[config.mk]
export PLATFORM = sky130hd
export DESIGN_NAME = drc_top
export DESIGN_NICKNAME = d
export VERILOG_FILES = /design/src/logic/drc_pkg.sv /design/src/logic/drc_conv_chan.sv /design/src/logic/drc_range_sel.sv /design/src/logic/drc_top.sv
export SDC_FILE = /design/constraint.sdc
export NUM_CORES = 1
export LEC_CHECK = 0
export BUFFER_PORTS_ARGS = -buffer_cell sky130_fd_sc_hd__buf_2
export CELL_PAD_IN_SITES_DETAIL_PLACEMENT = 1
export CELL_PAD_IN_SITES_GLOBAL_PLACEMENT = 1
export CORE_ASPECT_RATIO = 1.4
export CORE_MARGIN = 4
export CORE_UTILIZATION = 47
export DETAILED_ROUTE_END_ITERATION = 6
export PLACE_DENSITY_LB_ADDON = 0.1
export SLEW_MARGIN = 20
export SYNTH_ARGS = -nofsm -noshare
export SYNTH_HDL_FRONTEND = slang
export SYNTH_HIERARCHICAL = 1
export SYNTH_SLANG_ARGS = --single-unit
[constraint.sdc]
create_clock -name clk -period 6.3 [get_ports clk]
set_clock_uncertainty 0.2 [all_clocks]
set_input_delay 1.26 -clock clk [delete_from_list [all_inputs] [get_ports clk]]
set_output_delay 1.26 -clock clk [all_outputs]
set_load 0.03 [all_outputs]
[src/logic/drc_pkg.sv]
// drc_pkg: shared constants for the dual converter reference control block
// assumes: 8-bit register port, byte-addressed offsets as printed
package drc_pkg;
  // ==========================================================================
  // register offsets
  localparam logic [15:0] CONV1_CONTROL_OFS = 16'h088c;  // converter1_control
  localparam logic [15:0] CONV1_CODE_OFS    = 16'h088d;  // converter1_code
  localparam logic [15:0] CONV2_CONTROL_OFS = 16'h0890;  // converter2_control
  localparam logic [15:0] CONV2_CODE_OFS    = 16'h0891;  // converter2_code
  // ==========================================================================
  // control field positions
  localparam int EN_BIT      = 7;   // enable
  localparam int RNG_BIT     = 6;   // buffer_range_select
  localparam int OE_HI       = 5;   // output enable msb
  localparam int OE_LO       = 4;   // output enable lsb
  localparam int PSS_HI      = 3;   // positive_reference_select msb
  localparam int PSS_LO      = 2;   // positive_reference_select lsb
  localparam int NSS_BIT     = 0;   // negative_reference_select
  // writable masks: unimplemented bits stay zero
  localparam logic [7:0] CONV1_CTRL_MASK = 8'h0fd;
  localparam logic [7:0] CONV2_CTRL_MASK = 8'h08d;
  localparam logic [7:0] REG_RESET       = 8'h00;
  // ==========================================================================
  // field encodings
  localparam logic [1:0] OE_PIN_ONE = 2'h1;  // first pin only
  localparam logic [1:0] OE_PIN_TWO = 2'h2;  // second pin only
  localparam logic [1:0] PSS_SUPPLY = 2'h0;  // supply rail
  localparam logic [1:0] PSS_EXTREF = 2'h1;  // external positive reference
  localparam logic [1:0] PSS_FIXED  = 2'h2;  // fixed_reference_buffer two
  // auto-range threshold: codes at or above pick the high range
  localparam logic [7:0] AUTO_RANGE_THRESHOLD = 8'h80;
  // reset synchroniser length
  localparam int RST_SYNC_STAGES = 2;
endpackage

[src/logic/drc_conv_chan.sv]
// drc_conv_chan: one converter instance, control and code decode to analog controls
// assumes: registers supplied by the top, same clock, no pin inputs
`timescale 1ns/1ps
module drc_conv_chan #(
  parameter bit HAS_BUFFER = 1'b1      // first instance has buffer and pins
) (
  input  wire logic [7:0] ctrl,        // control register value
  input  wire logic [7:0] code,        // code register value
  input  wire logic       sleep_mode,  // device asleep
  output logic            conv_on,     // ladder powered
  output logic [1:0]      pos_sel,     // positive reference choice
  output logic            neg_sel,     // negative reference choice
  output logic [7:0]      level,       // ladder tap code
  output logic [1:0]      pin_drive    // pin drive, at most one bit set
);
  // ==========================================================================
  // decode
  always_comb begin
    // enable gates operation; sleep also powers down
    conv_on   = ctrl[drc_pkg::EN_BIT] & ~sleep_mode;
    pos_sel   = ctrl[drc_pkg::PSS_HI:drc_pkg::PSS_LO];
    neg_sel   = ctrl[drc_pkg::NSS_BIT];
    level     = code;
    pin_drive = 2'h0;
    // second instance never reaches a pin
    if (HAS_BUFFER && conv_on) begin
      case (ctrl[drc_pkg::OE_HI:drc_pkg::OE_LO])
        drc_pkg::OE_PIN_ONE: pin_drive = 2'h1;
        drc_pkg::OE_PIN_TWO: pin_drive = 2'h2;
        default:             pin_drive = 2'h0;
      endcase
    end
  end
endmodule

[src/logic/drc_range_sel.sv]
// drc_range_sel: buffer range choice for the first instance
// assumes: config bit static after reset
`timescale 1ns/1ps
module drc_range_sel (
  input  wire logic       auto_range_config_bit, // 1 = software range
  input  wire logic       sw_range,              // software range bit
  input  wire logic [7:0] code,                  // current output code
  output logic            high_range             // 1 = high range
);
  // ==========================================================================
  // selection
  always_comb begin
    if (auto_range_config_bit) begin
      high_range = sw_range;
    end else begin
      high_range = (code >= drc_pkg::AUTO_RANGE_THRESHOLD);
    end
  end
endmodule

[src/logic/drc_top.sv]
// drc_top: register file and control of two 8-bit converter instances
// assumes: single clock, simple strobe register port, config bit from fuses
//
// The address-and-strobe port was left to the implementer.
`timescale 1ns/1ps
// Contract
// - enable bit seven runs each instance
// - second instance internal only, no pins
// - output enable 01 pin one, 10 pin two
// - pin enables never both set
// - positive reference select bits three two
// - negative reference select bit zero
// - eight-bit code sets output level
// - config set: software range bit used
// - config clear: hardware range from code
// - range affects only first buffered output
// - registers kept through sleep, reference off
// - reset disables, removes pins, clears code
// - second control only enable and references
module drc_top (
  input  wire logic        clk,                   // system clock
  input  wire logic        nrst,                  // async reset, active low
  input  wire logic        clk_en,                // freezes all state but the reset synchroniser when low
  input  wire logic [15:0] addr,                  // register address
  input  wire logic [7:0]  wdata,                 // write data
  input  wire logic        wr,                    // write strobe
  input  wire logic        rd,                    // read strobe
  output logic [7:0]       rdata,                 // read data, cycle after rd
  input  wire logic        auto_range_config_bit, // configuration word bit
  input  wire logic        sleep_mode,            // device in sleep
  output logic             conv1_on,              // first ladder on
  output logic [1:0]       conv1_pos_sel,         // first positive ref
  output logic             conv1_neg_sel,         // first negative ref
  output logic [7:0]       conv1_level,           // first code
  output logic             conv1_high_range,      // buffer range
  output logic             buffered_output_pin_one, // drive pin one
  output logic             buffered_output_pin_two, // drive pin two
  output logic             conv2_on,              // second ladder on
  output logic [1:0]       conv2_pos_sel,         // second positive ref
  output logic             conv2_neg_sel,         // second negative ref
  output logic [7:0]       conv2_level            // second code
);
  // ==========================================================================
  // reset synchroniser
  logic [1:0] rst_sync_reg;  // stage 0 feeds stage 1 only
  logic       rst_n;         // synchronised reset

  // async assert, synchronous release
  always_ff @(posedge clk or negedge nrst) begin
    if (!nrst) begin
      rst_sync_reg <= 2'h0;
    end else begin
      rst_sync_reg <= {rst_sync_reg[0], 1'b1};
    end
  end
  assign rst_n = rst_sync_reg[1];

  // ==========================================================================
  // config bit and sleep synchronisers (config arrives from the fuse domain)
  logic [1:0] cfg_sync_reg;  // two stages
  logic [1:0] slp_sync_reg;  // sleep level, two stages

  // two flops before any use
  always_ff @(posedge clk or negedge rst_n) begin
    if (!rst_n) begin
      cfg_sync_reg <= 2'h0;
      slp_sync_reg <= 2'h0;
    end else if (clk_en) begin
      cfg_sync_reg <= {cfg_sync_reg[0], auto_range_config_bit};
      slp_sync_reg <= {slp_sync_reg[0], sleep_mode};
    end
  end

  // ==========================================================================
  // registers
  logic [7:0] conv1_control_reg;  // first instance control
  logic [7:0] conv1_code_reg;     // first instance code
  logic [7:0] conv2_control_reg;  // second instance control
  logic [7:0] conv2_code_reg;     // second instance code

  // write decode; values survive sleep since only reset clears them
  always_ff @(posedge clk or negedge rst_n) begin
    if (!rst_n) begin
      conv1_control_reg <= drc_pkg::REG_RESET;
      conv1_code_reg    <= drc_pkg::REG_RESET;
      conv2_control_reg <= drc_pkg::REG_RESET;
      conv2_code_reg    <= drc_pkg::REG_RESET;
    end else if (clk_en && wr) begin
      // no sleep term here, contents kept
      case (addr)
        drc_pkg::CONV1_CONTROL_OFS: begin
          conv1_control_reg <= wdata & drc_pkg::CONV1_CTRL_MASK;
        end
        drc_pkg::CONV1_CODE_OFS: begin
          conv1_code_reg <= wdata;
        end
        drc_pkg::CONV2_CONTROL_OFS: begin
          conv2_control_reg <= wdata & drc_pkg::CONV2_CTRL_MASK;
        end
        drc_pkg::CONV2_CODE_OFS: begin
          conv2_code_reg <= wdata;
        end
        default: begin
          // unmapped writes dropped
        end
      endcase
    end
  end

  // ==========================================================================
  // read port: data in the cycle after rd only
  // read mux
  always_ff @(posedge clk or negedge rst_n) begin
    if (!rst_n) begin
      rdata <= 8'h00;
    end else if (clk_en) begin
      if (rd) begin
        case (addr)
          drc_pkg::CONV1_CONTROL_OFS: rdata <= conv1_control_reg;
          drc_pkg::CONV1_CODE_OFS:    rdata <= conv1_code_reg;
          drc_pkg::CONV2_CONTROL_OFS: rdata <= conv2_control_reg;
          drc_pkg::CONV2_CODE_OFS:    rdata <= conv2_code_reg;
          default:                    rdata <= 8'h00;  // unmapped reads zero
        endcase
      end else begin
        rdata <= 8'h00;
      end
    end
  end

  // ==========================================================================
  // instances
  logic [1:0] pin1_drive;  // first instance pins
  logic       c1_on;       // first instance on
  logic [1:0] c1_pss;      // first positive ref
  logic       c1_nss;      // first negative ref
  logic [7:0] c1_lvl;      // first level
  logic       c2_on;       // second instance on
  logic [1:0] c2_pss;      // second positive ref
  logic       c2_nss;      // second negative ref
  logic [7:0] c2_lvl;      // second level
  logic       hi_rng;      // range choice

  drc_conv_chan #(
    .HAS_BUFFER (1'b1)
  ) u_conv1 (
    .ctrl       (conv1_control_reg),
    .code       (conv1_code_reg),
    .sleep_mode (slp_sync_reg[1]),
    .conv_on    (c1_on),
    .pos_sel    (c1_pss),
    .neg_sel    (c1_nss),
    .level      (c1_lvl),
    .pin_drive  (pin1_drive)
  );

  // second instance built without buffer or pins
  drc_conv_chan #(
    .HAS_BUFFER (1'b0)
  ) u_conv2 (
    .ctrl       (conv2_control_reg),
    .code       (conv2_code_reg),
    .sleep_mode (slp_sync_reg[1]),
    .conv_on    (c2_on),
    .pos_sel    (c2_pss),
    .neg_sel    (c2_nss),
    .level      (c2_lvl),
    .pin_drive  ()
  );

  // range only for the first buffer
  drc_range_sel u_range (
    .auto_range_config_bit (cfg_sync_reg[1]),
    .sw_range              (conv1_control_reg[drc_pkg::RNG_BIT]),
    .code                  (conv1_code_reg),
    .high_range            (hi_rng)
  );

  // ==========================================================================
  // output flops: analog controls come from registers
  always_ff @(posedge clk or negedge rst_n) begin
    if (!rst_n) begin
      conv1_on                <= 1'b0;
      conv1_pos_sel           <= 2'h0;
      conv1_neg_sel           <= 1'b0;
      conv1_level             <= 8'h00;
      conv1_high_range        <= 1'b0;
      buffered_output_pin_one <= 1'b0;
      buffered_output_pin_two <= 1'b0;
      conv2_on                <= 1'b0;
      conv2_pos_sel           <= 2'h0;
      conv2_neg_sel           <= 1'b0;
      conv2_level             <= 8'h00;
    end else if (clk_en) begin
      // on only when enabled and awake
      conv1_on                <= c1_on;
      conv2_on                <= c2_on;
      conv1_pos_sel           <= c1_pss;
      conv1_neg_sel           <= c1_nss;
      conv2_pos_sel           <= c2_pss;
      conv2_neg_sel           <= c2_nss;
      conv1_level             <= c1_lvl;
      conv2_level             <= c2_lvl;
      conv1_high_range        <= hi_rng;
      buffered_output_pin_one <= pin1_drive[0];
      buffered_output_pin_two <= pin1_drive[1];
    end
  end
endmodule

==> impl_metrics.toml, run 1 <==
[power_and_ir_drop]
vdd_ir_drop_max_v = 0.000161
power.static_leakage_nw = 1.79
power.total_mw = 0.829
pwr_density_cell_mw_per_mm2 = 239

[clock_network]
insertion_delay_ns = 0.34
cts.repair.resized = 0
cts.sink_count = 68
cts_hold_buffers = 0
clk_pin_slew_worst_paths_ns = 0.07
max-clock-path-buffers = 2
cts_tree = "done"
cts_setup_buffers = 0
cts.root.buffer_cell = "sky130_fd_sc_hd__clkbuf_8"
cts-htree-levels = 3
cts-buffers-inserted = 9

[placed_design]
io_buffers = 65
placement.cell_area_mm2 = 0.00328
detailedPlace.worstSlack_ns = 2.50
place.gp.congestion = 0.729
place_hpwl_mm = 4.33
place_inst = 327

[layout]
post_route_cells_drive_above_1_share_pct = 55.4
post-route-cell-area_mm2 = 0.00347
area_growth_syn_to_layout_pct = 13.7
n_antenna_cell = 0
non_filler_instances = 343
nets = 297

[floorplanning]
starting_density_of_the_core_pct = 48.8
die-area_mm2 = 0.00786
y_dimension_of_the_die_um = 103
rows = 34
ports = 66
fp.coreArea_mm2 = 0.00625
die-width_um = 76.1

[sta]
rsz_0062_raised_after_global_routing = "false"
fin_setup_tns_ns = 0
setup_viol_count_final = 0
worst_slack_ns = 2.89
finalWorstPathRequiredPeriod_ns = 3.41
hold_violations = 0
post-route-period-util_pct = 54.1
final-max-slew-violation-count = 0
timing.slew.headroom_pct = 44.5
worstMarginPinSlew_ns = 0.832
fmax_mhz = 293

[worst_setup_path]
critPathBufInv = 1
critical_path_required_ns = 6.32
path_max_fanout = 40
timing.reg2reg.setup_slack_ns = 5.02
timing_worst_setup_path_type = "in -> reg"
crit_path_top_delay_cell = "sky130_fd_sc_hd__buf_2"
worstPathCellList = "buf_2 -> nor4b_2 -> nand2_2 -> nor4_4 -> mux2_2"
endpoint_kind = "flop"
timing.critical_path.max_delay_family = "simple AND/OR/NAND/NOR gates"
critPathMaxStageDelay_ns = 0.63
r2r-start = "conv1_code_reg[7]"
worst_r2r_endpoint = "conv1_high_range"
timing.critical_path.arrival_ns = 3.43
timing.reg2reg.worst_path_depth = 2
timing.critical_path.from_type = "input port"

[routing]
drt_first_iter_violations = 54
wl_per_cell_um = 17.5
final_wirelength_mm = 6.02
vias_per_cell = 5.31
drc = 0
first_pass_iters = 2
num_vias = 1822
antenna_violating_nets_left = 0

[outcome]
status = "finished, final reports clean"

[grt]
globalRouteOverflowTotal = 0
largest_net_degree_at_the_start_of_global_routing = 67
first_global_vias = 2033
grt_pass1_wl_mm = 10.5
total_routing_resource_utilization_after_global_routing_pct = 17.0
number_of_antenna_violations_at_the_first_check_in_global_routing = 0

[synthesis]
syn-cell-area_mm2 = 0.00305
synthCells = 218
synth.net_count = 249
yosysWarningCount = 6
syn_area_per_cell_um2 = 14.0

[run]
max_cap_viols = 0

[min_path]
hold_path_class = "reg -> reg"
timing.hold.worst_endpoint = "rst_sync_reg[1]"
worstHoldStart = "rst_sync_reg[0]"
hold_path_depth = 0
## power breakdown
part	total [mW]	internal, mW	switching (mW)
Clock	0.346	0.194	0.152
Sequential	0.443	0.440	0.00298
Combinational	0.0393	0.0161	0.0232
## routing by layer
layer  global-route usage (%)  routed length (µm)
met5                        0                   0
met4                     5.65                  94
met3                     5.98                 323
met2                     27.1                2910
met1                     21.8                2700
## metrics by stage
step           hold WS (ns)  utilization [%]
2_1_floorplan         0.131                -
3_3_place_gp          0.137             52.5
3_5_place_dp          0.147             52.5
4_1_cts               0.164             55.5
5_1_grt               0.173             55.5
6_report              0.161             55.5
## layout by cell type, fill, tap and decap left out, types with 2 or more instances in the layout
cell type	instances
sky130_fd_sc_hd__and4bb_2	2
sky130_fd_sc_hd__nor4_4	2
sky130_fd_sc_hd__nor2_2	2
sky130_fd_sc_hd__clkbuf_8	10
sky130_fd_sc_hd__o22a_1	4
sky130_fd_sc_hd__o32a_1	2
sky130_fd_sc_hd__nand4_1	2
sky130_fd_sc_hd__clkbuf_1	4
sky130_fd_sc_hd__nand2_1	4
sky130_fd_sc_hd__a22oi_1	3
sky130_fd_sc_hd__dfrtp_1	67
sky130_fd_sc_hd__mux2i_1	8
sky130_fd_sc_hd__inv_1	10
sky130_fd_sc_hd__mux2_2	58
sky130_fd_sc_hd__buf_2	65
sky130_fd_sc_hd__nor4b_2	2
sky130_fd_sc_hd__o22ai_1	7
sky130_fd_sc_hd__and3b_1	2
## how the worst max path moves through the flow
stage                        start                   end  slack (ns)  depth (start not counted)
after detailed placement    clk_en  conv1_control_reg[0]        2.50                          5
after floorplan           addr[10]  conv1_control_reg[0]        3.40                          4
after CTS                   clk_en  conv1_control_reg[5]        2.87                          5
after global placement      clk_en  conv1_control_reg[0]        2.54                          5
after global routing        clk_en     conv2_code_reg[1]        2.71                          5
final                       clk_en  conv1_control_reg[5]        2.89                          5
## cell type report
class	count	area, µm²
timing repair buffer	66	333
sequential	68	1700
fill	643	2790
clock inverter	2	35.0
clock buffer	14	153
tap	72	90.1
multi-input combinational	111	1120
inverter	10	37.5
(Power assumes the default switching activity.)
==> run 2, diff against run 1 <==
- CORE_UTILIZATION: 47 -> 44
- clock period: 6.3 -> 3.2 ns (I/O delays scaled with it)
==> impl_metrics.toml, run 2 (synthesized netlist as in run 1, its figures left out) <==
[outcome]
status = "finished, final reports clean"

[clock_network]
cts-htree-levels = 3
cts.repair.resized = 0
cts.root.buffer_cell = "sky130_fd_sc_hd__clkbuf_8"
insertion_delay_ns = 0.34
clk_pin_slew_worst_paths_ns = 0.07
cts_tree = "done"
cts-buffers-inserted = 9
max-clock-path-buffers = 2
cts.sink_count = 68
cts_setup_buffers = 0

[sta]
timing.slew.headroom_pct = 62.7
finalWorstPathRequiredPeriod_ns = 2.32
worst_slack_ns = 0.878
setup_viol_count_final = 0
hold_violations = 0
post-route-period-util_pct = 72.6
fmax_mhz = 431
rsz_0062_raised_after_global_routing = "false"
final-max-slew-violation-count = 0
worstMarginPinSlew_ns = 0.560
fin_setup_tns_ns = 0

[grt]
number_of_antenna_violations_at_the_first_check_in_global_routing = 0
first_global_vias = 2039
grt_pass1_wl_mm = 10.5
total_routing_resource_utilization_after_global_routing_pct = 16.4
largest_net_degree_at_the_start_of_global_routing = 44
globalRouteOverflowTotal = 0

[min_path]
hold_path_class = "reg -> async"

[worst_setup_path]
critPathCapture = "conv2_code_reg[2]"
path_max_fanout = 8
worst_setup_path_startpoint = "addr[3]"
timing.reg2reg.worst_path_depth = 1
worst_r2r_endpoint = "conv1_control_reg[6]"
critical_path_required_ns = 3.23
timing.critical_path.from_type = "input port"
r2r-start = "rst_sync_reg[1]"
timing_worst_setup_path_type = "in -> reg"
endpoint_kind = "flop"
timing.critical_path.arrival_ns = 2.35
timing.reg2reg.setup_slack_ns = 1.80

[routing]
num_vias = 1852
drc = 0
antenna_violating_nets_left = 0
first_pass_iters = 3
wl_per_cell_um = 17.2
final_wirelength_mm = 6.29
vias_per_cell = 5.06
drt_first_iter_violations = 51

[power_and_ir_drop]
pwr_density_cell_mw_per_mm2 = 485
power.share.clock_pct = 44.6
comb_power_share_pct = 4.4
power.total_mw = 1.72
seq_power_share_pct = 51.0
power.internal_mw = 1.34
power.net_switching_mw = 0.382
power.static_leakage_nw = 1.81
sw_frac_of_total_pct = 22.2
vdd_ir_drop_max_v = 0.000261

[layout]
non_filler_instances = 366
highest_count_cells_in_the_layout_ignoring_fill_and_taps = "sky130_fd_sc_hd__dfrtp_1 (67), sky130_fd_sc_hd__buf_2 (65), sky130_fd_sc_hd__mux2_2 (58)"
area_growth_syn_to_layout_pct = 16.2
post_route_cells_drive_above_1_share_pct = 56.6
n_antenna_cell = 0
layout_commonest_cell = "sky130_fd_sc_hd__dfrtp_1"
nets = 300

[floorplanning]
starting_density_of_the_core_pct = 45.8
y_dimension_of_the_die_um = 107
ports = 66
fp.coreArea_mm2 = 0.00666
die-width_um = 78.4
die-area_mm2 = 0.00835
rows = 35

[placed_design]
detailedPlace.worstSlack_ns = 0.485
io_buffers = 65
place.gp.congestion = 0.697
place_hpwl_mm = 4.49
place_inst = 349

[run]
max_cap_viols = 0
## run 2: what timing repair did
item / 4_1_cts / 5_1_grt
hold endpoints to repair: 2 / 0
setup endpoints to repair: 0 / 0
hold buffers: 1 / 0
## run 2: worst min-delay path by stage
| stage | start | endpoint | slack [ns] | cells past startpoint |
|---|---|---|---|---|
| CTS | rst_sync_reg[1] | conv1_neg_sel | 0.07 | 0 |
| finish | rst_sync_reg[1] | conv1_neg_sel | 0.05 | 0 |
| global route | rst_sync_reg[1] | conv2_level[0] | 0.1 | 0 |
| floorplan | rst_sync_reg[0] | rst_sync_reg[1] | 0.13 | 0 |
| detailed placement | rst_sync_reg[1] | conv1_neg_sel | 0.06 | 0 |
| global placement | rst_sync_reg[1] | conv1_neg_sel | 0.06 | 0 |
## run 2: metal layers
layer	global-route usage [%]	part of all wire, %	vias up	wire, µm
met1	20.5	43	937	2710
met3	3.64	4.8	8	300
met4	8.75	1.3	0	80
met5	0	0	-	0
met2	26.5	51	48	3200
li1	-	-	859	-
## run 2: critical path, cell delays in order
cell	delay [ns]
sky130_fd_sc_hd__buf_2	0.11
sky130_fd_sc_hd__nor3b_2	0.37
sky130_fd_sc_hd__nand2_1	0.30
sky130_fd_sc_hd__nor2_2	0.52
sky130_fd_sc_hd__mux2_2	0.41
## run 2: power by group through the flow
stage,combinational [mW],clock (mW),sequential [mW]
2_1_floorplan,0.0347,0,0.900
3_3_place_gp,0.0761,0,0.895
3_5_place_dp,0.0764,0,0.895
4_1_cts,0.0776,0.794,0.878
5_1_grt,0.0833,0.831,0.880
6_report,0.0753,0.767,0.878
## run 2: cell type report
cell class              instances  area, µm²
flip-flops and latches         68       1700
fillers                       728       3110
multi-input cells             111       1120
repair buffers                 69        358
well taps                      92        115
clock buffers                  10        128
clock inverters                 6       88.8
inverters                      10       37.5
## run 2: through the flow
step	utilization, %	hold WS [ns]	cell area, µm²
2_1_floorplan	-	0.131	3050
3_3_place_gp	49.9	0.0602	3320
3_5_place_dp	49.9	0.0611	3320
4_1_cts	53.3	0.0674	3550
5_1_grt	53.3	0.0989	3550
6_report	53.3	0.0460	3550
